**src/pkg/rco_defs.svh**
```systemverilog
// Offsets, field positions, reset values and timing counts of the calibration output block
`ifndef RCO_DEFS_SVH
`define RCO_DEFS_SVH

// Register indices; byte address is four times the index
`define RCO_CFG_IDX        12'h00F
`define RCO_STAT_IDX       12'h010
`define RCO_ADDR_W         12
`define RCO_IDX_LSB        2

// Configuration register fields
`define RCO_CFG_RESET      8'h00
`define RCO_BIT_KEEP       7
`define RCO_BIT_EN         6
`define RCO_FSEL_HI        5
`define RCO_FSEL_LO        4
`define RCO_ROUTE_HI       3
`define RCO_ROUTE_LO       0
`define RCO_PIN_P0B5       0
`define RCO_NPINS          4

// Status register fields
`define RCO_ST_LEVEL       0
`define RCO_ST_DEEP        1
`define RCO_ST_FAST        2
`define RCO_ST_RUN         3

// Half-period counts in timebase ticks (slow tick 32.768 kHz, fast tick 125x faster)
`define RCO_HALF_1HZ       14'h4000
`define RCO_HALF_512HZ     14'h0020
`define RCO_HALF_500HZ     14'h1000
`define RCO_HALF_16KHZ     14'h0080
`define RCO_CNT_W          14
`define RCO_SPEEDUP        125

// AXI response codes
`define RCO_RESP_OKAY      2'h0
`define RCO_RESP_SLVERR    2'h2

`endif

```
**src/pkg/rco_pkg.sv**
```systemverilog
// Types shared by the calibration output block
package rco_pkg;
    `include "rco_defs.svh"

    typedef enum logic [1:0] {
        FSEL_1HZ,
        FSEL_512HZ,
        FSEL_500HZ,
        FSEL_16KHZ
    } rco_fsel_e;

    typedef logic [`RCO_CNT_W-1:0] rco_cnt_t;

    typedef struct packed {
        rco_cnt_t  cnt;
        logic      level;
        rco_fsel_e lastSel;
        logic      lastEn;
    } rco_gen_s;

    typedef struct packed {
        logic [7:0]             cfg;
        logic                   awRdy;
        logic                   awHeld;
        logic [`RCO_ADDR_W-1:0] awAddr;
        logic                   wRdy;
        logic                   wHeld;
        logic [31:0]            wData;
        logic [3:0]             wStrb;
        logic                   bValid;
        logic [1:0]             bResp;
        logic                   arRdy;
        logic                   rValid;
        logic [31:0]            rData;
        logic [1:0]             rResp;
        logic [`RCO_NPINS-1:0]  pinOut;
        logic [`RCO_NPINS-1:0]  pinOeN;
        logic                   fastMode;
    } rco_state_s;
endpackage
```
**src/logic/rco_cal_output.sv**
```systemverilog
// Calibration output configuration register, AXI4-Lite slave and pin steering
`timescale 1ns/100ps

module rco_cal_output
    import rco_pkg::*;
(
    input  wire logic                   clk,
    input  wire logic                   reset_n,
    input  wire logic                   tickSlow,
    input  wire logic                   tickFast,
    input  wire logic                   deepestPowerSavingMode,
    input  wire logic [`RCO_ADDR_W-1:0] s_axi_awaddr,
    input  wire logic [2:0]             s_axi_awprot,
    input  wire logic                   s_axi_awvalid,
    output logic                        s_axi_awready,
    input  wire logic [31:0]            s_axi_wdata,
    input  wire logic [3:0]             s_axi_wstrb,
    input  wire logic                   s_axi_wvalid,
    output logic                        s_axi_wready,
    output logic [1:0]                  s_axi_bresp,
    output logic                        s_axi_bvalid,
    input  wire logic                   s_axi_bready,
    input  wire logic [`RCO_ADDR_W-1:0] s_axi_araddr,
    input  wire logic [2:0]             s_axi_arprot,
    input  wire logic                   s_axi_arvalid,
    output logic                        s_axi_arready,
    output logic [31:0]                 s_axi_rdata,
    output logic [1:0]                  s_axi_rresp,
    output logic                        s_axi_rvalid,
    input  wire logic                   s_axi_rready,
    output logic                        port0Bit5PinOut,
    output logic                        port0Bit5PinOeN,
    output logic                        port0Bit7PinOut,
    output logic                        port0Bit7PinOeN,
    output logic                        port1Bit2PinOut,
    output logic                        port1Bit2PinOeN,
    output logic                        port2Bit3PinOut,
    output logic                        port2Bit3PinOeN,
    output logic                        timekeepFastMode
);
    rco_state_s q;
    rco_state_s d;
    logic       rstSync1Q;
    logic       rstN;
    logic       pulse;
    logic       genEnable;
    logic       deepFast;
    logic [`RCO_NPINS-1:0] pinActive;

    // Field views of the configuration register
    logic                  calEnable;
    logic                  deepSleepPulseKeep;
    rco_fsel_e             pulseFrequencySelect;
    logic [`RCO_NPINS-1:0] route;

    assign deepSleepPulseKeep   = q.cfg[`RCO_BIT_KEEP];
    assign calEnable            = q.cfg[`RCO_BIT_EN];
    assign pulseFrequencySelect = rco_fsel_e'(q.cfg[`RCO_FSEL_HI:`RCO_FSEL_LO]);
    assign route                = q.cfg[`RCO_ROUTE_HI:`RCO_ROUTE_LO];

    // Reset release through two flops; assertion stays asynchronous
    always_ff @(posedge clk or negedge reset_n) begin
        if (!reset_n) begin
            rstSync1Q <= 1'b0;
            rstN      <= 1'b0;
        end else begin
            rstSync1Q <= 1'b1;
            rstN      <= rstSync1Q;
        end
    end

    // Register index from a byte address; used by both read and write decode
    function automatic logic [`RCO_ADDR_W-1:0] regIdx(input logic [`RCO_ADDR_W-1:0] a);
        return {{`RCO_IDX_LSB{1'b0}}, a[`RCO_ADDR_W-1:`RCO_IDX_LSB]};
    endfunction

    function automatic logic isFastSel(input rco_fsel_e sel);
        return (sel == FSEL_500HZ) || (sel == FSEL_16KHZ);
    endfunction

    // Fast codes are not offered in the deepest mode, so the pulse stops there
    assign deepFast  = deepestPowerSavingMode && isFastSel(pulseFrequencySelect);
    assign genEnable = calEnable && !deepFast;

    rco_pulse_gen u_gen (
        .clk      (clk),
        .rstN     (rstN),
        .tickSlow (tickSlow),
        .tickFast (tickFast),
        .freqSel  (pulseFrequencySelect),
        .enable   (genEnable),
        .pulse    (pulse)
    );

    // Per-pin override; bit index 0..3 = port0 bit5, port0 bit7, port1 bit2, port2 bit3
    generate
        for (genvar i = 0; i < `RCO_NPINS; i++) begin : g_pin
            if (i == `RCO_PIN_P0B5) begin : g_keep
                // Only this pin survives deep sleep, and only with the keep bit
                assign pinActive[i] = genEnable && route[i] &&
                                      (!deepestPowerSavingMode || deepSleepPulseKeep);
            end else begin : g_plain
                assign pinActive[i] = genEnable && route[i] &&
                                      !deepestPowerSavingMode;
            end
        end
    endgenerate

    // Next state: bus slave, configuration store and registered pin drive
    always_comb begin
        logic [31:0] status;
        logic        doWrite;
        logic        doRead;
        status = 32'h0000_0000;
        doWrite = 1'b0;
        doRead = 1'b0;
        d = q;

        // Address and data are taken in either order and held until the write lands
        if (s_axi_awvalid && q.awRdy) begin
            d.awHeld = 1'b1;
            d.awAddr = s_axi_awaddr;
        end
        if (s_axi_wvalid && q.wRdy) begin
            d.wHeld = 1'b1;
            d.wData = s_axi_wdata;
            d.wStrb = s_axi_wstrb;
        end
        if (q.bValid && s_axi_bready) begin
            d.bValid = 1'b0;
        end
        doWrite = q.awHeld && q.wHeld && !q.bValid;
        if (doWrite) begin
            d.awHeld = 1'b0;
            d.wHeld = 1'b0;
            d.bValid = 1'b1;
            d.bResp = `RCO_RESP_OKAY;
            if (regIdx(q.awAddr) == `RCO_CFG_IDX) begin
                if (q.wStrb[0]) begin
                    d.cfg = q.wData[7:0];
                end
            end else if (regIdx(q.awAddr) != `RCO_STAT_IDX) begin
                d.bResp = `RCO_RESP_SLVERR;
            end
        end
        // Ready is withdrawn while a channel holds an item, so no second write overlaps
        d.awRdy = !d.awHeld && !d.bValid;
        d.wRdy = !d.wHeld && !d.bValid;

        // Status view of the block's own activity
        status[`RCO_ST_LEVEL] = pulse;
        status[`RCO_ST_DEEP] = deepestPowerSavingMode;
        status[`RCO_ST_FAST] = q.fastMode;
        status[`RCO_ST_RUN] = genEnable;

        // Reads answer one cycle after the address is taken
        if (q.rValid && s_axi_rready) begin
            d.rValid = 1'b0;
        end
        doRead = s_axi_arvalid && q.arRdy;
        if (doRead) begin
            d.rValid = 1'b1;
            d.rResp = `RCO_RESP_OKAY;
            if (regIdx(s_axi_araddr) == `RCO_CFG_IDX) begin
                d.rData = {24'h00_0000, q.cfg};
            end else if (regIdx(s_axi_araddr) == `RCO_STAT_IDX) begin
                d.rData = status;
            end else begin
                d.rData = 32'h0000_0000;
                d.rResp = `RCO_RESP_SLVERR;
            end
        end
        d.arRdy = !d.rValid;

        // Pin drive one cycle behind the generator; idle pins hand back to their port
        for (int i = 0; i < `RCO_NPINS; i++) begin
            d.pinOut[i] = pinActive[i] && pulse;
            d.pinOeN[i] = !pinActive[i];
        end

        // Timekeeping counters run 125x faster while a fast code is selected
        d.fastMode = isFastSel(rco_fsel_e'(d.cfg[`RCO_FSEL_HI:`RCO_FSEL_LO]));
    end

    // State register
    always_ff @(posedge clk or negedge rstN) begin
        if (!rstN) begin
            q <= '{cfg: `RCO_CFG_RESET, awRdy: 1'b0, awHeld: 1'b0, awAddr: '0,
                   wRdy: 1'b0, wHeld: 1'b0, wData: '0, wStrb: '0,
                   bValid: 1'b0, bResp: `RCO_RESP_OKAY, arRdy: 1'b0,
                   rValid: 1'b0, rData: '0, rResp: `RCO_RESP_OKAY,
                   pinOut: '0, pinOeN: '1, fastMode: 1'b0};
        end else begin
            q <= d;
        end
    end

    // Outputs straight from the state register
    assign s_axi_awready    = q.awRdy;
    assign s_axi_wready     = q.wRdy;
    assign s_axi_bvalid     = q.bValid;
    assign s_axi_bresp      = q.bResp;
    assign s_axi_arready    = q.arRdy;
    assign s_axi_rvalid     = q.rValid;
    assign s_axi_rdata      = q.rData;
    assign s_axi_rresp      = q.rResp;
    assign port0Bit5PinOut  = q.pinOut[0];
    assign port0Bit5PinOeN  = q.pinOeN[0];
    assign port0Bit7PinOut  = q.pinOut[1];
    assign port0Bit7PinOeN  = q.pinOeN[1];
    assign port1Bit2PinOut  = q.pinOut[2];
    assign port1Bit2PinOeN  = q.pinOeN[2];
    assign port2Bit3PinOut  = q.pinOut[3];
    assign port2Bit3PinOeN  = q.pinOeN[3];
    assign timekeepFastMode = q.fastMode;
endmodule

```
**src/logic/rco_pulse_gen.sv**
```systemverilog
// Square-wave calibration pulse generator driven by the RTC timebase ticks
`timescale 1ns/100ps
module rco_pulse_gen
    import rco_pkg::*;
(
    input  wire logic      clk,
    input  wire logic      rstN,
    input  wire logic      tickSlow,
    input  wire logic      tickFast,
    input  wire rco_fsel_e freqSel,
    input  wire logic      enable,
    output logic           pulse
);
    rco_gen_s q;
    rco_gen_s d;

    // Half period for each frequency code
    function automatic rco_cnt_t halfCount(input rco_fsel_e sel);
        rco_cnt_t r;
        r = `RCO_HALF_1HZ;
        unique case (sel)
            FSEL_1HZ:   r = `RCO_HALF_1HZ;
            FSEL_512HZ: r = `RCO_HALF_512HZ;
            FSEL_500HZ: r = `RCO_HALF_500HZ;
            FSEL_16KHZ: r = `RCO_HALF_16KHZ;
        endcase
        return r;
    endfunction

    // Fast codes count the sped-up timebase, normal codes the 32.768 kHz one
    function automatic logic isFast(input rco_fsel_e sel);
        return (sel == FSEL_500HZ) || (sel == FSEL_16KHZ);
    endfunction

    // Restart from low on any change of code or enable so no runt half-period escapes
    always_comb begin
        logic tick;
        tick = isFast(freqSel) ? tickFast : tickSlow;
        d = q;
        d.lastSel = freqSel;
        d.lastEn = enable;
        if (!enable || (freqSel != q.lastSel) || !q.lastEn) begin
            d.cnt = '0;
            d.level = 1'b0;
        end else if (tick) begin
            if (q.cnt == halfCount(freqSel) - 14'h0001) begin
                d.cnt = '0;
                d.level = ~q.level;
            end else begin
                d.cnt = q.cnt + 14'h0001;
            end
        end
    end

    // State register
    always_ff @(posedge clk or negedge rstN) begin
        if (!rstN) begin
            q <= '{cnt: '0, level: 1'b0, lastSel: FSEL_1HZ, lastEn: 1'b0};
        end else begin
            q <= d;
        end
    end

    assign pulse = q.level;
endmodule

```
**config.mk**
```make
export PLATFORM = sky130hd
export DESIGN_NAME = rco_cal_output
export DESIGN_NICKNAME = d
export VERILOG_FILES = /design/src/pkg/rco_pkg.sv /design/src/logic/rco_cal_output.sv /design/src/logic/rco_pulse_gen.sv
export VERILOG_INCLUDE_DIRS = /design/src /design/src/pkg
export SDC_FILE = /design/constraint.sdc
export NUM_CORES = 1
export LEC_CHECK = 0
export ABC_AREA = 1
export BUFFER_PORTS_ARGS = -buffer_cell sky130_fd_sc_hd__buf_2
export CAP_MARGIN = 20
export CORE_MARGIN = 3
export CORE_UTILIZATION = 30
export CTS_BUF_LIST = sky130_fd_sc_hd__clkbuf_4 sky130_fd_sc_hd__clkbuf_8
export CTS_CLUSTER_SIZE = 30
export DETAILED_ROUTE_END_ITERATION = 16
export SETUP_SLACK_MARGIN = 0.1
export SLEW_MARGIN = 20
export SYNTH_ARGS = -nofsm -noshare
export SYNTH_HDL_FRONTEND = slang
export SYNTH_SLANG_ARGS = --single-unit
```
**constraint.sdc**
```tcl
create_clock -name clk -period 2.95 [get_ports clk]
set_input_delay 0.4425 -clock clk [delete_from_list [all_inputs] [get_ports clk]]
set_output_delay 0.4425 -clock clk [all_outputs]
set_load 0.02 [all_outputs]
```
Yosys cells after proc, flatten, opt, wreduce, memory -nomap -nowiden
Index checks and enable logic that the tools add are counted.

word-level totals
  register bits = 128
  bits of input ports = 76
  output and inout port bits = 50
  logic and storage cells = 109

cells by class
  add/subtract/negate cells = 2
  eq/ne operators = 11
  multiplexer cells = 25
  bitwise operators = 1
  reductions and logical operators = 46

operator list
  kind                                                   number
  case mux 14 bit (4 select lines)                       1
  two-way mux 14 bit                                     3
  two-way mux 37 bit                                     1
  two-way mux 35 bit                                     1
  two-way mux 15 bit                                     2
  logical AND 1 bit                                      23
  equality test 10 x 4 -> 1 bit (second input constant)  2
  two-way mux 6 bit                                      3
  adder 14 x 1 -> 14 bit (second input constant)         1
  equality test 14 bit                                   1
  subtractor 14 x 1 -> 14 bit (second input constant)    1
  logical NOT 1 bit                                      13
  two-way mux 13 bit                                     1
  equality test 10 x 5 -> 1 bit (second input constant)  1
  != test 10 x 5 -> 1 bit (second input constant)        1
  equality test 2 bit (second input constant)            4
  two-way mux 2 bit                                      4
  two-way mux 8 bit                                      1
  two-way mux 1 bit                                      6
  logical OR 1 bit                                       5
  two-way mux 4 bit                                      1
  nonzero test 2 bit                                     2
  two-way mux 3 bit                                      1
  AND reduction 3 bit                                    1
  5 further kinds                                        5

Logic depth before layout (Yosys ltp)
Gate-level depths: netlist (run 1).

  depth after elaboration = 14
  mapped depth = 11
  depth with buffers taken out = 11

Hierarchy
A second synthesis (run 1) with hierarchy kept.

second synthesis, totals
  cells, all modules = 473
  area total of the unflattened synthesis = 3838.7 um^2

by module, submodules not included
  module          times used  cells an instance  area each (um^2)  seq. area each (um^2)
  rco_cal_output  1           289                2586.2            1381.3
  rco_pulse_gen   1           184                1252.5            450.4

Worst setup path after synthesis (run 1)
Ideal clock, no wire load.

  kind = register to register
  start point = register q, in the netlist pulseFrequencySelect[1]
  end point = register u_gen.q[14] (netlist bit)
  library setup time = 0.123 ns
  arrival time = 1.473 ns
  data required time = 2.827 ns
  path slack = 1.354 ns
  stages on the path, launching flop included = 10
  path buffers = 0
  clock period less this slack = 1.596 ns
  cell sequence = dfrtp_1 inv_2 nand2_1 ha_1 nand2_1 nand3_1 nor2_1 nand3_1 nand2_1 o21ai_1

between the ends
  longest elaborated chain between the ends = 9
  elaborated cells between the ends (all ways) = 22
  those cells by class = add/sub (1); eq/ne (5); mux (7); reduce/logical (9)

RTL lines
  item                                                                  RTL line                                                        source
  start, declared                                                       rco_cal_output.sv:41                                            rco_state_s q;
  start signal, assigned                                                rco_cal_output.sv:188                                           q <= '{cfg: `RCO_CFG_RESET, awRdy: 1'b0, awHeld: 1'b0, awAddr: '0,
  equality test 2 bit (tied with other cells)                           rco_cal_output.sv:78, rco_pulse_gen.sv:21, rco_pulse_gen.sv:32
  case mux 14 bit (4 select lines) or logical OR 1 bit (tied branches)  rco_pulse_gen.sv:21, rco_cal_output.sv:78, rco_pulse_gen.sv:32
  two-way mux 14 bit or logical AND 1 bit (tied branches)               rco_pulse_gen.sv:45, rco_cal_output.sv:82
  two-way mux 14 bit or logical NOT 1 bit (tied branches)               rco_pulse_gen.sv:42, rco_cal_output.sv:83
  subtractor 14 x 1 -> 14 bit or logical AND 1 bit (tied branches)      rco_pulse_gen.sv:46, rco_cal_output.sv:83
  equality test 14 bit or logical NOT 1 bit (tied branches)             rco_pulse_gen.sv:46, rco_pulse_gen.sv:42
  two-way mux 14 bit or logical OR 1 bit (tied branches)                rco_pulse_gen.sv:46, rco_pulse_gen.sv:42
  two-way mux 15 bit or logical OR 1 bit (tied branches)                rco_pulse_gen.sv:45, rco_pulse_gen.sv:42
  two-way mux 15 bit or nonzero test 2 bit (tied branches)              --
  end signal, assigned                                                  rco_pulse_gen.sv:58                                             q <= '{cnt: '0, level: 1'b0, lastSel: FSEL_1HZ, lastEn: 1'b0};
  end, declared                                                         rco_pulse_gen.sv:14                                             rco_gen_s q;

Several ways; a longest one is shown, not always the timed one. The select of a mux whose other input is x is not followed.
A chain may end at the register's enable or synchronous reset.

Final worst setup path (run 1)
  start point = register q, in the netlist pulseFrequencySelect[1]
  end point = register u_gen.q[11] (netlist bit)

The elaborated chain is that of the path after synthesis.

==> impl_results.html, run 1 <==
<table>
<tr><th>Metric</th><th>Value</th></tr>
<tr><th colspan="2">Run status</th></tr>
<tr><td>Status</td><td>completed</td></tr>
<tr><th colspan="2">Synth</th></tr>
<tr><td>Sequential area share after synthesis</td><td>0.502</td></tr>
<tr><td>Number of distinct library cells after synthesis</td><td>32</td></tr>
<tr><td>Count of flip-flops with a built-in enable after synthesis</td><td>0</td></tr>
<tr><td>Per-instance average area after synthesis</td><td>7.96 sq um</td></tr>
<tr><td>Cell count after synthesis</td><td>458</td></tr>
<tr><td>Ys async rst share</td><td>1.00</td></tr>
<tr><td>Total of flip-flops plus latches after synthesis</td><td>73</td></tr>
<tr><td>Most used flip-flop cell after synthesis</td><td>sky130_fd_sc_hd__dfrtp_1</td></tr>
<tr><td>Synthesized area</td><td>0.00365 sq mm</td></tr>
<tr><td>Number of warnings issued by yosys</td><td>0</td></tr>
<tr><th colspan="2">CTS</th></tr>
<tr><td>Number of CTS-inserted buffers</td><td>9</td></tr>
<tr><td># H-tree levels</td><td>3</td></tr>
<tr><td>Clock tree from TritonCTS</td><td>built</td></tr>
<tr><td>Number of resized instances in the post-cts repair step</td><td>0</td></tr>
<tr><td># clock sinks</td><td>73</td></tr>
<tr><td>Root buffer cell</td><td>sky130_fd_sc_hd__clkbuf_8</td></tr>
<tr><td>Clock input transition at the sequential cells of the worst setup and hold paths</td><td>80 ps</td></tr>
<tr><td>Clk Latency, worst-skew pair</td><td>340 ps</td></tr>
<tr><td>Maximum buffer depth of the clock tree</td><td>2</td></tr>
<tr><th colspan="2">Finish</th></tr>
<tr><td>Area growth from synthesis to final layout</td><td>13.8%</td></tr>
<tr><td>Register area</td><td>0.00183 sq mm</td></tr>
<tr><td>Post-layout net count</td><td>597</td></tr>
<tr><td>Fillers</td><td>1202</td></tr>
<tr><td>Count of antenna diodes in the layout</td><td>0</td></tr>
<tr><td>Share of final-layout standard cells stronger than drive strength 1</td><td>0.202</td></tr>
<tr><td>Combined area of the multi-input logic cells</td><td>0.00144 sq mm</td></tr>
<tr><th colspan="2">Placed design</th></tr>
<tr><td>Detailed Place HPWL</td><td>6.01 mm</td></tr>
<tr><td>Buffers added on ports</td><td>62</td></tr>
<tr><td>RD Place Congestion</td><td>0.829</td></tr>
<tr><th colspan="2">STA</th></tr>
<tr><td>Clock period minus final worst setup slack</td><td>1910 ps</td></tr>
<tr><td>Setup repair after global routing missed its margin</td><td>no</td></tr>
<tr><td>Setup_tns</td><td>0 ps</td></tr>
<tr><td>Share of the cycle needed by the critical path after routing</td><td>0.647</td></tr>
<tr><td>Final hold violation count</td><td>0</td></tr>
<tr><td>Layout Skew</td><td>8.12 ps</td></tr>
<tr><td>Actual slew at the worst max-slew pin</td><td>729 ps</td></tr>
<tr><td>Setup violations, final</td><td>0</td></tr>
<tr><td>Highest Clock Rate</td><td>524 MHz</td></tr>
<tr><td>Worst slack on hold paths</td><td>292 ps</td></tr>
<tr><td>Worst rel slew slack</td><td>0.514</td></tr>
<tr><td>Final number of max-transition violations</td><td>0</td></tr>
<tr><th colspan="2">Route</th></tr>
<tr><td>Total DRC errors in the routed layout</td><td>0</td></tr>
<tr><td>Via Count</td><td>2940</td></tr>
<tr><td>Drt wl/cell</td><td>11.7 um</td></tr>
<tr><td>First-pass detailed-route iteration total</td><td>4</td></tr>
<tr><td>Post-detailed-routing wire length</td><td>7.82 mm</td></tr>
<tr><td>Number of nets still failing antenna checks after routing</td><td>0</td></tr>
<tr><td>DRC marker count from the first detailed-route iteration</td><td>87</td></tr>
<tr><td>Via/cell ratio</td><td>4.41</td></tr>
<tr><th colspan="2">Global route</th></tr>
<tr><td>Wire length of the first global-routing pass</td><td>13.3 mm</td></tr>
<tr><td>Gr ovfl total</td><td>0</td></tr>
<tr><td>Number of global-route vias before repair</td><td>2915</td></tr>
<tr><td>Largest net degree at the start of global routing</td><td>34</td></tr>
<tr><td>All-layer global routing usage</td><td>0.123</td></tr>
<tr><td>Initial antenna violation count</td><td>0</td></tr>
<tr><th colspan="2">Critical path</th></tr>
<tr><td>Largest delay contributor family on the critical path</td><td>simple AND/OR/NAND/NOR gates</td></tr>
<tr><td>Dominant cell type by count on the critical path</td><td>sky130_fd_sc_hd__nand2_1</td></tr>
<tr><td>Worst r2r path cells</td><td>10</td></tr>
<tr><td>RR Endpoint</td><td>u_gen.q[11]</td></tr>
<tr><td>Critical path capture point type</td><td>flop</td></tr>
<tr><td>Worst Setup Start Kind</td><td>flop</td></tr>
<tr><td>Crit-path cells</td><td>inv_2 -&gt; nand2_1 -&gt; ha_1 -&gt; inv_1 -&gt; nand2_1 -&gt; nand3_1 -&gt; nor2_1 -&gt; nand4_1 -&gt; nand2_1 -&gt; nor2_1</td></tr>
<tr><td>Cell count along the critical path</td><td>10</td></tr>
<tr><td>Reg2Reg Setup Slack</td><td>1040 ps</td></tr>
<tr><td>Maximum fanout along the worst path</td><td>8</td></tr>
<tr><td>Start-to-end type of the worst setup path</td><td>reg2reg</td></tr>
<tr><td>Bufs and invs on worst path</td><td>2</td></tr>
<tr><td>Worst setup endpoint</td><td>u_gen.q[11]</td></tr>
<tr><td>Critical Path Slowest Stage Cell</td><td>sky130_fd_sc_hd__dfrtp_1</td></tr>
<tr><td>Data arrival time of the critical path</td><td>2130 ps</td></tr>
<tr><td>Critical Path RT</td><td>3170 ps</td></tr>
<tr><td>Beginning of the critical path</td><td>pulseFrequencySelect[1]</td></tr>
<tr><td>Start of the worst register-to-register path</td><td>pulseFrequencySelect[1]</td></tr>
<tr><td>Delay of the slowest critical-path stage</td><td>480 ps</td></tr>
<tr><th colspan="2">Pwr</th></tr>
<tr><td>Relative contribution of sequential cells to total power</td><td>0.519</td></tr>
<tr><td>Power share of the combinational group</td><td>0.188</td></tr>
<tr><td>Power per cell area</td><td>597 mW/mm^2</td></tr>
<tr><td>Static Leakage</td><td>2.15 nW</td></tr>
<tr><td>Net switching component of the power</td><td>0.802 mW</td></tr>
<tr><td>Internal power</td><td>1.67 mW</td></tr>
<tr><td>Clock share of power</td><td>0.293</td></tr>
<tr><td>Worst voltage drop across the vdd grid</td><td>489 uV</td></tr>
<tr><td>Switching part of the total</td><td>0.324</td></tr>
<tr><th colspan="2">Floorplanning</th></tr>
<tr><td>Initial core utilization</td><td>0.313</td></tr>
<tr><td>Horizontal die dimension</td><td>116 um</td></tr>
<tr><td>Die Area</td><td>0.0135 sq mm</td></tr>
<tr><td>I/O pin count</td><td>126</td></tr>
<tr><td>Die Height</td><td>116 um</td></tr>
<tr><td>Floorplan core area</td><td>0.0117 sq mm</td></tr>
<tr><td>Cell row count</td><td>39</td></tr>
<tr><th colspan="2">Flow run</th></tr>
<tr><td>Number of violations of the max-capacitance limit</td><td>0</td></tr>
<tr><th colspan="2">Hold path</th></tr>
<tr><td>Worst hold path class</td><td>in2reg</td></tr>
</table>
[sequential cells by signal, indices dropped and copies added, names as in the netlist, 2 cells and up]
register and flops:
q 25, u_gen.q 17, s_axi_rdata 8, pulseFrequencySelect 2
[cell usage in the layout (no fill, tap or decap), types with 3 or more instances in the layout]
cell type                    count
sky130_fd_sc_hd__nand2_1       167
sky130_fd_sc_hd__dfrtp_1        68
sky130_fd_sc_hd__buf_2          62
sky130_fd_sc_hd__inv_1          43
sky130_fd_sc_hd__nor2_1         32
sky130_fd_sc_hd__conb_1         27
sky130_fd_sc_hd__o21ai_0        24
sky130_fd_sc_hd__nand3_1        22
sky130_fd_sc_hd__clkbuf_8       10
sky130_fd_sc_hd__nor3_1          9
sky130_fd_sc_hd__nand4_1         6
sky130_fd_sc_hd__o21ai_1         5
sky130_fd_sc_hd__nand3_2         5
sky130_fd_sc_hd__nand2_2         4
sky130_fd_sc_hd__dfstp_2         4
sky130_fd_sc_hd__inv_2           3
sky130_fd_sc_hd__nor2_2          3
sky130_fd_sc_hd__clkinvlp_4      3
[layout make-up]
class / instances / area share
Sequential cell: 73 / 0.442
Multi-Input combinational cell: 323 / 0.347
Timing Repair Buffer: 65 / 0.0808
Inverter: 47 / 0.0431
Tap cell: 143 / 0.0431
Clock buffer: 11 / 0.0350
Clock inverter: 5 / 0.00965
[cell usage after synthesis (3+ instances only)]
library cell	n	area share
sky130_fd_sc_hd__nor2_1	32	0.033
sky130_fd_sc_hd__inv_2	3	0.0031
sky130_fd_sc_hd__clkbuf_1	3	0.0031
sky130_fd_sc_hd__o21ai_1	5	0.0069
sky130_fd_sc_hd__nand2_1	167	0.17
sky130_fd_sc_hd__o21ai_0	24	0.033
sky130_fd_sc_hd__nand3_2	5	0.014
sky130_fd_sc_hd__nor2_2	3	0.0051
sky130_fd_sc_hd__nor3_1	9	0.012
sky130_fd_sc_hd__nand3_1	22	0.030
sky130_fd_sc_hd__nand4_1	6	0.010
sky130_fd_sc_hd__dfstp_2	4	0.029
sky130_fd_sc_hd__buf_4	36	0.074
sky130_fd_sc_hd__dfrtp_1	69	0.47
sky130_fd_sc_hd__inv_1	43	0.044
sky130_fd_sc_hd__nand2_2	4	0.0069
[worst min-delay path by stage]
stage	from	endpoint	depth (start not counted)
after floorplan	reset_n	rstN	0
after global placement	reset_n	rstSync1Q	1
after detailed placement	reset_n	rstSync1Q	1
after CTS	s_axi_awaddr[8]	q[94]	3
after global routing	s_axi_awaddr[11]	q[97]	3
final	s_axi_awaddr[9]	q[95]	3
[power groups by stage]
stage | Combinational, mW | Clock (mW) | Sequential [mW]
floorplan | 0.349 | 0 | 1.32
global placement | 0.456 | 0 | 1.30
detailed placement | 0.471 | 0 | 1.30
CTS | 0.474 | 0.762 | 1.29
global route | 0.548 | 0.803 | 1.31
finish | 0.466 | 0.725 | 1.28
[stage by stage]
stage / std cells / instance area (sq um) / worst slack, ps / total power, mW / util
after floorplan: 483 / 3740 / 774 / 1.66 / -
after global placement: 650 / 3950 / 1100 / 1.76 / 0.339
after detailed placement: 650 / 3950 / 1070 / 1.77 / 0.339
after CTS: 667 / 4150 / 1030 / 2.52 / 0.356
after global routing: 667 / 4150 / 845 / 2.66 / 0.356
final: 667 / 4150 / 1040 / 2.48 / 0.356
[repair_timing]
item,4_1_cts,5_1_grt
hold buffers,1,0
endpoints found under the hold margin,2,0
buffers inserted,0,0
[worst register-to-register path, stage by stage, from the launching register on]
cell                      delay, ps
sky130_fd_sc_hd__dfrtp_1        480
sky130_fd_sc_hd__inv_2          170
sky130_fd_sc_hd__nand2_1        100
sky130_fd_sc_hd__ha_1           310
sky130_fd_sc_hd__inv_1           40
sky130_fd_sc_hd__nand2_1         80
sky130_fd_sc_hd__nand3_1         70
sky130_fd_sc_hd__nor2_1         140
sky130_fd_sc_hd__nand4_1        130
sky130_fd_sc_hd__nand2_1        210
sky130_fd_sc_hd__nor2_1          70
[kinds of logic (layout without fill, tap and decap cells)]
kind of cell / Yosys count / in the layout / synth area share
simple gates: 259 / 259 / 0.308
flops: 73 / 73 / 0.502
other cells: 2 / 27 / 0.00206
xor+xnor: 1 / 1 / 0.00240
compound gates: 34 / 34 / 0.0487
buf+inv: 87 / 128 / 0.129
fa+ha+maj: 2 / 2 / 0.00686
[metal layers]
metal / wire, um / GRT usage
met4: 98 / 0.0433
met2: 3770 / 0.195
met3: 398 / 0.0337
met5: 0 / 0
met1: 3560 / 0.161
No activity file was read; power rests on OpenSTA's default activity.
==> inputs of run 2 (changes only) <==
Clock period 2.95 ns to 2 ns, I/O delays scaled along.
==> impl_results.html, run 2 (synthesis results as in run 1) <==
<table>
<tr><th>Metric</th><th>Value</th></tr>
<tr><th colspan="2">Run status</th></tr>
<tr><td>Status</td><td>completed</td></tr>
<tr><th colspan="2">Finish</th></tr>
<tr><td>Max reg flops</td><td>25 (unchanged)</td></tr>
<tr><td>Post-layout net count</td><td>599 (+0.34%)</td></tr>
<tr><td>Combined area of the multi-input logic cells</td><td>0.00144 sq mm (+0.17%)</td></tr>
<tr><td>Share of final-layout standard cells stronger than drive strength 1</td><td>0.211 (+0.00874)</td></tr>
<tr><td>Register area</td><td>0.00184 sq mm (+0.14%)</td></tr>
<tr><td>Register name with the most flops</td><td>q</td></tr>
<tr><td>Most used cells in the layout excluding fill and tap cells</td><td>sky130_fd_sc_hd__nand2_1, sky130_fd_sc_hd__dfrtp_1, sky130_fd_sc_hd__buf_2</td></tr>
<tr><td>Most common library cell in the layout ignoring fill and taps</td><td>sky130_fd_sc_hd__nand2_1</td></tr>
<tr><td>Fillers</td><td>1206 (+0.33%)</td></tr>
<tr><td>Area growth from synthesis to final layout</td><td>15.7%</td></tr>
<tr><td>Count of antenna diodes in the layout</td><td>0 (unchanged)</td></tr>
<tr><td>Share of the core filled with cells</td><td>0.362 (+0.00601)</td></tr>
<tr><th colspan="2">STA</th></tr>
<tr><td>Actual slew at the worst max-slew pin</td><td>546 ps (-183 ps)</td></tr>
<tr><td>Worst rel slew slack</td><td>0.634 (+0.119)</td></tr>
<tr><td>Highest Clock Rate</td><td>565 MHz (+7.7%)</td></tr>
<tr><td>Final number of max-transition violations</td><td>0 (unchanged)</td></tr>
<tr><td>Setup repair after global routing missed its margin</td><td>no</td></tr>
<tr><td>Final hold violation count</td><td>0 (unchanged)</td></tr>
<tr><td>Share of the cycle needed by the critical path after routing</td><td>0.885 (+0.239)</td></tr>
<tr><td>Clock period minus final worst setup slack</td><td>1770 ps (-137 ps)</td></tr>
<tr><td>Setup violations, final</td><td>0 (unchanged)</td></tr>
<tr><td>Layout Skew</td><td>8.85 ps (+0.729 ps)</td></tr>
<tr><td>Setup_tns</td><td>0 ps (unchanged)</td></tr>
<tr><th colspan="2">Placed design</th></tr>
<tr><td>Buffers added on ports</td><td>62 (unchanged)</td></tr>
<tr><td>Detailed Place HPWL</td><td>5.87 mm (-2.4%)</td></tr>
<tr><td>RD Place Congestion</td><td>0.896 (+8.1%)</td></tr>
<tr><th colspan="2">Critical path</th></tr>
<tr><td>Start of the worst register-to-register path</td><td>pulseFrequencySelect[1]</td></tr>
<tr><td>RR Endpoint</td><td>u_gen.q[14]</td></tr>
<tr><td>Worst r2r path cells</td><td>9 (-1)</td></tr>
<tr><td>Critical path capture point type</td><td>flop</td></tr>
<tr><td>Critical Path Slowest Stage Cell</td><td>sky130_fd_sc_hd__dfrtp_2</td></tr>
<tr><td>Maximum fanout along the worst path</td><td>8 (unchanged)</td></tr>
<tr><td>Reg2Reg Setup Slack</td><td>230 ps (-810 ps)</td></tr>
<tr><td>Start-to-end type of the worst setup path</td><td>reg2reg</td></tr>
<tr><td>Delay of the slowest critical-path stage</td><td>470 ps (about the same)</td></tr>
<tr><td>Crit-path cells</td><td>inv_2 -&gt; nand2_1 -&gt; ha_1 -&gt; nand2_1 -&gt; nand3_1 -&gt; nor2_1 -&gt; nand3_1 -&gt; nand2_1 -&gt; o21ai_1</td></tr>
<tr><td>Critical Path RT</td><td>2230 ps (-940 ps)</td></tr>
<tr><td>Data arrival time of the critical path</td><td>2000 ps (-130 ps)</td></tr>
<tr><td>Worst Setup Start Kind</td><td>flop</td></tr>
<tr><td>Dominant cell type by count on the critical path</td><td>sky130_fd_sc_hd__nand2_1</td></tr>
<tr><th colspan="2">Route</th></tr>
<tr><td>Via Count</td><td>2933 (-0.24%)</td></tr>
<tr><td>DRC marker count from the first detailed-route iteration</td><td>114 (+31%)</td></tr>
<tr><td>Number of nets still failing antenna checks after routing</td><td>0 (unchanged)</td></tr>
<tr><td>Via/cell ratio</td><td>4.38 (-0.54%)</td></tr>
<tr><td>First-pass detailed-route iteration total</td><td>4 (unchanged)</td></tr>
<tr><td>Total DRC errors in the routed layout</td><td>0 (unchanged)</td></tr>
<tr><td>Drt wl/cell</td><td>11.4 um (-2.5%)</td></tr>
<tr><td>Post-detailed-routing wire length</td><td>7.65 mm (-2.2%)</td></tr>
<tr><th colspan="2">Pwr</th></tr>
<tr><td>Power share of the combinational group</td><td>0.179 (-0.009)</td></tr>
<tr><td>Static Leakage</td><td>2.18 nW (+1.7%)</td></tr>
<tr><td>Worst voltage drop across the vdd grid</td><td>619 uV (+27%)</td></tr>
<tr><td>Net switching component of the power</td><td>1.15 mW (+43%)</td></tr>
<tr><td>Total power consumption of the routed design</td><td>3.87 mW (+56%)</td></tr>
<tr><td>Switching part of the total</td><td>0.297 (-0.0269)</td></tr>
<tr><td>Relative contribution of sequential cells to total power</td><td>0.489 (-0.030)</td></tr>
<tr><td>Internal power</td><td>2.72 mW (+62%)</td></tr>
<tr><td>Clock share of power</td><td>0.332 (+0.039)</td></tr>
<tr><td>Power per cell area</td><td>916 mW/mm^2 (+54%)</td></tr>
<tr><th colspan="2">CTS</th></tr>
<tr><td>Clk Latency, worst-skew pair</td><td>340 ps (about the same)</td></tr>
<tr><td>Root buffer cell</td><td>sky130_fd_sc_hd__clkbuf_8</td></tr>
<tr><td>Clock tree from TritonCTS</td><td>built</td></tr>
<tr><td>Number of CTS-inserted buffers</td><td>9 (unchanged)</td></tr>
<tr><td>Clock input transition at the sequential cells of the worst setup and hold paths</td><td>80 ps (about the same)</td></tr>
<tr><td>Setup bufs post-CTS</td><td>0 (unchanged)</td></tr>
<tr><td># H-tree levels</td><td>3 (unchanged)</td></tr>
<tr><td># clock sinks</td><td>73 (unchanged)</td></tr>
<tr><td>Maximum buffer depth of the clock tree</td><td>2 (unchanged)</td></tr>
<tr><th colspan="2">Hold path</th></tr>
<tr><td>Worst Min Path Start</td><td>s_axi_wdata[2]</td></tr>
<tr><td>Worst hold path class</td><td>in2reg</td></tr>
<tr><td>Hold path depth</td><td>3 (unchanged)</td></tr>
<tr><td>Endpoint of the worst hold path</td><td>q[54]</td></tr>
<tr><th colspan="2">Floorplanning</th></tr>
<tr><td>Die Area</td><td>0.0135 sq mm (unchanged)</td></tr>
<tr><td>Floorplan core area</td><td>0.0117 sq mm (unchanged)</td></tr>
<tr><td>Horizontal die dimension</td><td>116 um (unchanged)</td></tr>
<tr><td>Cell row count</td><td>39 (unchanged)</td></tr>
<tr><td>I/O pin count</td><td>126 (unchanged)</td></tr>
<tr><td>Die Height</td><td>116 um (unchanged)</td></tr>
<tr><td>Initial core utilization</td><td>0.313 (unchanged)</td></tr>
<tr><th colspan="2">Global route</th></tr>
<tr><td>Wire length of the first global-routing pass</td><td>13.2 mm (-1.1%)</td></tr>
<tr><td>Number of global-route vias before repair</td><td>2832 (-2.8%)</td></tr>
<tr><td>All-layer global routing usage</td><td>0.122 (-0.000696)</td></tr>
<tr><td>Largest net degree at the start of global routing</td><td>33 (-2.9%)</td></tr>
<tr><td>Gr ovfl total</td><td>0 (unchanged)</td></tr>
<tr><td>Initial antenna violation count</td><td>0 (unchanged)</td></tr>
<tr><th colspan="2">Flow run</th></tr>
<tr><td>Number of violations of the max-capacitance limit</td><td>0 (unchanged)</td></tr>
</table>
==> run 2: stage by stage <==
stage	setup slack, ps	cell area (sq um)	hold WS [ps]	std cells
final	229	4220	147	669
after global routing	105	4220	126	669
after CTS	181	4210	126	669
after detailed placement	194	3980	88.2	652
after global placement	227	3980	85.5	652
after floorplan	404	3740	4.41	483
==> run 2: what timing repair did <==
| action | 4_1_cts | 5_1_grt |
|---|---|---|
| hold buffers | 1 | 0 |
| hold endpoints to repair | 2 | 0 |
| resized for setup | 0 | 3 |
| endpoints found under the setup margin | 0 | 10 |
==> run 2: how the worst max path moves through the flow <==
stage	start	end	slack [ps]	depth (start not counted)
final	pulseFrequencySelect[1]	u_gen.q[14]	230	9
after global routing	pulseFrequencySelect[1]	u_gen.q[17]	100	10
after CTS	pulseFrequencySelect[1]	u_gen.q[12]	180	9
after detailed placement	pulseFrequencySelect[1]	u_gen.q[14]	190	9
after global placement	pulseFrequencySelect[1]	u_gen.q[14]	230	9
after floorplan	pulseFrequencySelect[1]	u_gen.q[14]	400	9
==> run 2: cell type report <==
type / instances / area share
multi-input cells: 323 / 0.341
clock buffers: 12 / 0.0347
clock inverters: 4 / 0.0181
inverters: 47 / 0.0424
repair buffers: 67 / 0.0860
flip-flops and latches: 73 / 0.435
well taps: 143 / 0.0424
==> run 2: worst max-delay path, delay by kind of cell (launching register included) <==
| family | cells | cell delay, ps |
|---|---|---|
| simple gates | 6 | 730 |
| flops | 1 | 470 |
| buf+inv | 1 | 70 |
| fa+ha+maj | 1 | 310 |
| compound gates | 1 | 70 |
==> run 2: layer usage <==
layer | global-route usage | wire length (um) | up-vias | share of wire
li1 | - | - | 1496 | -
met1 | 0.166 | 3540 | 1326 | 0.46
met2 | 0.186 | 3410 | 95 | 0.45
met3 | 0.0332 | 501 | 16 | 0.065
met4 | 0.0464 | 206 | 0 | 0.027
met5 | 0 | 0 | - | 0
==> run 2: power by group through the flow <==
stage          clock network (mW)  registers (mW)  logic, mW
2_1_floorplan                   0            1.94      0.515
3_3_place_gp                    0            1.91      0.683
3_5_place_dp                    0            1.92      0.701
4_1_cts                      1.33            1.89      0.705
5_1_grt                      1.39            1.93      0.817
6_report                     1.28            1.89      0.692
==> inputs of run 3 (changes only) <==
Settings changed: SYNTH_HIERARCHICAL from default to 1.
==> impl_results.html, run 3 <==
<table>
<tr><th>Metric</th><th>Value</th></tr>
<tr><th colspan="2">Route</th></tr>
<tr><td>DRC marker count from the first detailed-route iteration</td><td>176 (+54%)</td></tr>
<tr><td>Total DRC errors in the routed layout</td><td>0 (unchanged)</td></tr>
<tr><td>Via/cell ratio</td><td>4.22 (-3.7%)</td></tr>
<tr><td>Post-detailed-routing wire length</td><td>8.56 mm (+12%)</td></tr>
<tr><td>First-pass detailed-route iteration total</td><td>4 (unchanged)</td></tr>
<tr><td>Via Count</td><td>3040 (+3.6%)</td></tr>
<tr><td>Number of nets still failing antenna checks after routing</td><td>0 (unchanged)</td></tr>
<tr><td>Drt wl/cell</td><td>11.9 um (+3.9%)</td></tr>
<tr><th colspan="2">Global route</th></tr>
<tr><td>Initial antenna violation count</td><td>0 (unchanged)</td></tr>
<tr><td>Wire length of the first global-routing pass</td><td>13.8 mm (+4.8%)</td></tr>
<tr><td>All-layer global routing usage</td><td>0.122 (-0.000473)</td></tr>
<tr><td>Number of global-route vias before repair</td><td>2964 (+4.7%)</td></tr>
<tr><td>Gr ovfl total</td><td>0 (unchanged)</td></tr>
<tr><td>Largest net degree at the start of global routing</td><td>27 (-18%)</td></tr>
<tr><th colspan="2">CTS</th></tr>
<tr><td># clock sinks</td><td>73 (unchanged)</td></tr>
<tr><td>Clock input transition at the sequential cells of the worst setup and hold paths</td><td>80 ps (about the same)</td></tr>
<tr><td>Clock tree from TritonCTS</td><td>built</td></tr>
<tr><td>Clk Latency, worst-skew pair</td><td>350 ps (about the same)</td></tr>
<tr><td>Number of CTS-inserted buffers</td><td>9 (unchanged)</td></tr>
<tr><td>Root buffer cell</td><td>sky130_fd_sc_hd__clkbuf_8</td></tr>
<tr><td>Maximum buffer depth of the clock tree</td><td>2 (unchanged)</td></tr>
<tr><td># H-tree levels</td><td>3 (unchanged)</td></tr>
<tr><th colspan="2">Critical path</th></tr>
<tr><td>Critical Path Slowest Stage Cell</td><td>sky130_fd_sc_hd__dfrtp_2</td></tr>
<tr><td>Crit-path cells</td><td>inv_2 -&gt; nand2_4 -&gt; ha_4 -&gt; nand2_2 -&gt; nand2_2 -&gt; nor2_2 -&gt; nand3_2 -&gt; nor2_4 -&gt; nor2_4 -&gt; nor2_4 -&gt; nor2_1</td></tr>
<tr><td>Data arrival time of the critical path</td><td>2040 ps (+40 ps)</td></tr>
<tr><td>Critical path capture point type</td><td>flop</td></tr>
<tr><td>Start-to-end type of the worst setup path</td><td>reg2reg</td></tr>
<tr><td>Bufs and invs on worst path</td><td>1 (unchanged)</td></tr>
<tr><td>Cell count along the critical path</td><td>11 (+2)</td></tr>
<tr><td>Worst Setup Start Kind</td><td>flop</td></tr>
<tr><td>Delay of the slowest critical-path stage</td><td>450 ps (-20 ps)</td></tr>
<tr><td>RR Endpoint</td><td>u_gen/q[9]</td></tr>
<tr><td>Reg2Reg Setup Slack</td><td>200 ps (-30 ps)</td></tr>
<tr><td>Worst r2r path cells</td><td>11 (+2)</td></tr>
<tr><td>Maximum fanout along the worst path</td><td>8 (unchanged)</td></tr>
<tr><td>Largest delay contributor family on the critical path</td><td>simple AND/OR/NAND/NOR gates</td></tr>
<tr><td>Start of the worst register-to-register path</td><td>pulseFrequencySelect[1]</td></tr>
<tr><td>Dominant cell type by count on the critical path</td><td>sky130_fd_sc_hd__nor2_4</td></tr>
<tr><td>Critical Path RT</td><td>2230 ps (about the same)</td></tr>
<tr><th colspan="2">Finish</th></tr>
<tr><td>Most common library cell in the layout ignoring fill and taps</td><td>sky130_fd_sc_hd__nand2_1</td></tr>
<tr><td>Area growth from synthesis to final layout</td><td>18.3%</td></tr>
<tr><td>Max reg flops</td><td>25 (unchanged)</td></tr>
<tr><td>Share of final-layout standard cells stronger than drive strength 1</td><td>0.270 (+0.0594)</td></tr>
<tr><td>Final cell area excluding filler cells</td><td>0.00454 sq mm (+7.7%)</td></tr>
<tr><td>Most used cells in the layout excluding fill and tap cells</td><td>sky130_fd_sc_hd__nand2_1, sky130_fd_sc_hd__dfrtp_1, sky130_fd_sc_hd__buf_2</td></tr>
<tr><td>Post-layout net count</td><td>625 (+4.3%)</td></tr>
<tr><td>Register name with the most flops</td><td>q</td></tr>
<tr><th colspan="2">Synth</th></tr>
<tr><td>Mux share of post-synthesis cell area</td><td>0 (unchanged)</td></tr>
<tr><td>Most used flip-flop cell after synthesis</td><td>sky130_fd_sc_hd__dfrtp_1</td></tr>
<tr><td>Total of flip-flops plus latches after synthesis</td><td>73 (unchanged)</td></tr>
<tr><td>Post-synthesis cell type with the largest combined area</td><td>sky130_fd_sc_hd__dfrtp_1</td></tr>
<tr><td>Most common library cells after synthesis</td><td>sky130_fd_sc_hd__nand2_1, sky130_fd_sc_hd__dfrtp_1, sky130_fd_sc_hd__inv_1, sky130_fd_sc_hd__nor2_1, sky130_fd_sc_hd__buf_4</td></tr>
<tr><td>Area share of the largest cell type after synthesis</td><td>0.450 (-0.0236)</td></tr>
<tr><td>Synth Area in Adders</td><td>0.00652 (-0.000342)</td></tr>
<tr><td>Ys async rst share</td><td>1.00 (unchanged)</td></tr>
<tr><td>Sequential area share after synthesis</td><td>0.477 (-0.0250)</td></tr>
<tr><td>Cell count after synthesis</td><td>473 (+3.3%)</td></tr>
<tr><td>Post-synthesis simple-gate area fraction</td><td>0.315 (+0.00678)</td></tr>
<tr><td>Synthesized area</td><td>0.00384 sq mm (+5.2%)</td></tr>
<tr><td>Cell with the most instances after synthesis</td><td>sky130_fd_sc_hd__nand2_1</td></tr>
<tr><td>Number of warnings issued by yosys</td><td>6 (+6)</td></tr>
<tr><td>Share of the synthesized area in compound gates (AO/OA/AOI/OAI)</td><td>0.0473 (-0.00145)</td></tr>
<tr><td>Number of distinct library cells after synthesis</td><td>32 (unchanged)</td></tr>
<tr><td>Fraction of synthesized cell area in xor and xnor cells</td><td>0.0179 (+0.0155)</td></tr>
<tr><td>Per-instance average area after synthesis</td><td>8.12 sq um (+1.9%)</td></tr>
<tr><td>Largest family of logic cells by synthesized area</td><td>simple AND/OR/NAND/NOR gates</td></tr>
<tr><td>Count of flip-flops with a built-in enable after synthesis</td><td>0 (unchanged)</td></tr>
<tr><td>Top cells by area in the synthesized netlist</td><td>sky130_fd_sc_hd__dfrtp_1, sky130_fd_sc_hd__nand2_1, sky130_fd_sc_hd__buf_4</td></tr>
<tr><th colspan="2">STA</th></tr>
<tr><td>Actual slew at the worst max-slew pin</td><td>637 ps (+91.1 ps)</td></tr>
<tr><td>Final hold violation count</td><td>0 (unchanged)</td></tr>
<tr><td>Layout Skew</td><td>8.67 ps (-0.183 ps)</td></tr>
<tr><td>Worst rel slew slack</td><td>0.576 (-0.0579)</td></tr>
<tr><td>Highest Clock Rate</td><td>555 MHz (-1.7%)</td></tr>
<tr><td>Setup_tns</td><td>0 ps (unchanged)</td></tr>
<tr><td>Setup repair after global routing missed its margin</td><td>no</td></tr>
<tr><td>Clock period minus final worst setup slack</td><td>1800 ps (+30.7 ps)</td></tr>
<tr><td>Share of the cycle needed by the critical path after routing</td><td>0.901 (+0.0154)</td></tr>
<tr><td>Setup violations, final</td><td>0 (unchanged)</td></tr>
<tr><td>Final number of max-transition violations</td><td>0 (unchanged)</td></tr>
<tr><th colspan="2">Floorplanning</th></tr>
<tr><td>Floorplan core area</td><td>0.0123 sq mm (+5.1%)</td></tr>
<tr><td>Initial core utilization</td><td>0.313 (+0.000327)</td></tr>
<tr><td>Horizontal die dimension</td><td>119 um (+2.5%)</td></tr>
<tr><td>Cell row count</td><td>40 (+2.6%)</td></tr>
<tr><td>I/O pin count</td><td>126 (unchanged)</td></tr>
<tr><td>Die Height</td><td>119 um (+2.5%)</td></tr>
<tr><td>Die Area</td><td>0.0142 sq mm (+5.0%)</td></tr>
<tr><th colspan="2">Hold path</th></tr>
<tr><td>Hold path depth</td><td>3 (unchanged)</td></tr>
<tr><td>Worst Min Path Start</td><td>s_axi_awaddr[10]</td></tr>
<tr><td>Endpoint of the worst hold path</td><td>q[96]</td></tr>
<tr><td>Worst hold path class</td><td>in2reg</td></tr>
<tr><th colspan="2">Flow run</th></tr>
<tr><td>Number of violations of the max-capacitance limit</td><td>0 (unchanged)</td></tr>
<tr><th colspan="2">Pwr</th></tr>
<tr><td>Total power consumption of the routed design</td><td>3.87 mW (+0.11%)</td></tr>
<tr><td>Static Leakage</td><td>2.31 nW (+5.9%)</td></tr>
<tr><td>Worst voltage drop across the vdd grid</td><td>660 uV (+6.6%)</td></tr>
<tr><td>Power per cell area</td><td>852 mW/mm^2 (-7.0%)</td></tr>
<tr><th colspan="2">Placed design</th></tr>
<tr><td>Post-detailed-placement cell area</td><td>0.00426 sq mm (+7.0%)</td></tr>
<tr><td>Detailed Place HPWL</td><td>6.50 mm (+11%)</td></tr>
<tr><td>Buffers added on ports</td><td>62 (unchanged)</td></tr>
<tr><td>RD Place Congestion</td><td>0.832 (-7.1%)</td></tr>
<tr><th colspan="2">Run status</th></tr>
<tr><td>Status</td><td>completed</td></tr>
</table>
[run 3: cell count changes in the layout (fill, tap and decap cells not counted), sizes merged, moves of 3 or more]
cell and change:
nand4 +6, buf +11, o21ai -6, xor2 +6, nor3 -3, clkinv +3, nor2 +22, clkbuf -3
inv +7, or2 -3, nand3 +8, nand2 -20
[run 3: worst max-delay path by stage]
stage | start | endpoint | slack [ps]
floorplan | pulseFrequencySelect[1] | u_gen/q[10] | 180
global placement | pulseFrequencySelect[1] | u_gen/q[10] | 130
detailed placement | pulseFrequencySelect[1] | u_gen/q[8] | 110
CTS | pulseFrequencySelect[1] | u_gen/q[6] | 110
global route | pulseFrequencySelect[1] | u_gen/q[7] | 100
finish | pulseFrequencySelect[1] | u_gen/q[9] | 200
[run 3: repair_timing]
action                                  in CTS  in global routing
endpoints found under the setup margin       0                 15
setup buffers                                0                  3
hold buffers                                 1                  0
gates resized for setup                      0                 14
hold endpoints to repair                     2                  0
[run 3: per-layer routing]
metal | part of all wire | vias up | wire length (um) | track usage
met1 | 0.45 | 1379 | 3830 | 0.155
met5 | 0 | - | 0 | 0
met2 | 0.47 | 82 | 4040 | 0.197
met4 | 0.026 | 0 | 221 | 0.0485
met3 | 0.054 | 16 | 465 | 0.0313
li1 | - | 1563 | - | -
[run 3: logic make-up after synthesis]
family / count (synthesis)
adders and majority gates: 2
other: 2
DFF: 73
xor gates and xnor gates: 7
buffers and inverters: 96
AOI/OAI and AO/OA: 29
and+or+nand+nor: 264
[run 3: report_power, final]
| part | switching [mW] | internal [mW] |
|---|---|---|
| Combinational | 0.579 | 0.292 |
| Clock | 0.548 | 0.562 |
| Sequential | 0.151 | 1.74 |
| Total | 1.28 | 2.59 |
[run 3: metrics by stage]
step | hold slack (ps) | worst slack (ps) | cells | util
2_1_floorplan | 4.41 | 183 | 498 | -
3_3_place_gp | 87.4 | 134 | 699 | 0.348
3_5_place_dp | 89.1 | 108 | 699 | 0.348
4_1_cts | 119 | 108 | 715 | 0.363
5_1_grt | 131 | 99.4 | 719 | 0.370
6_report | 139 | 198 | 720 | 0.370
[run 3: worst reg2reg max path, delay by kind of cell (launching register included)]
kind	cells	cell delay, ps
simple gates	9	940
flops	1	450
fa+ha+maj	1	220
buf+inv	1	90
[run 3: area by class of cell]
type	count	area [sq um]
diodes	1	2.50
clock buffers	9	124
clock inverters	6	60.1
fillers	1285	7720
inverters	55	206
multi-input cells	330	1650
flip-flops and latches	73	1830
well taps	168	210
repair buffers	78	458
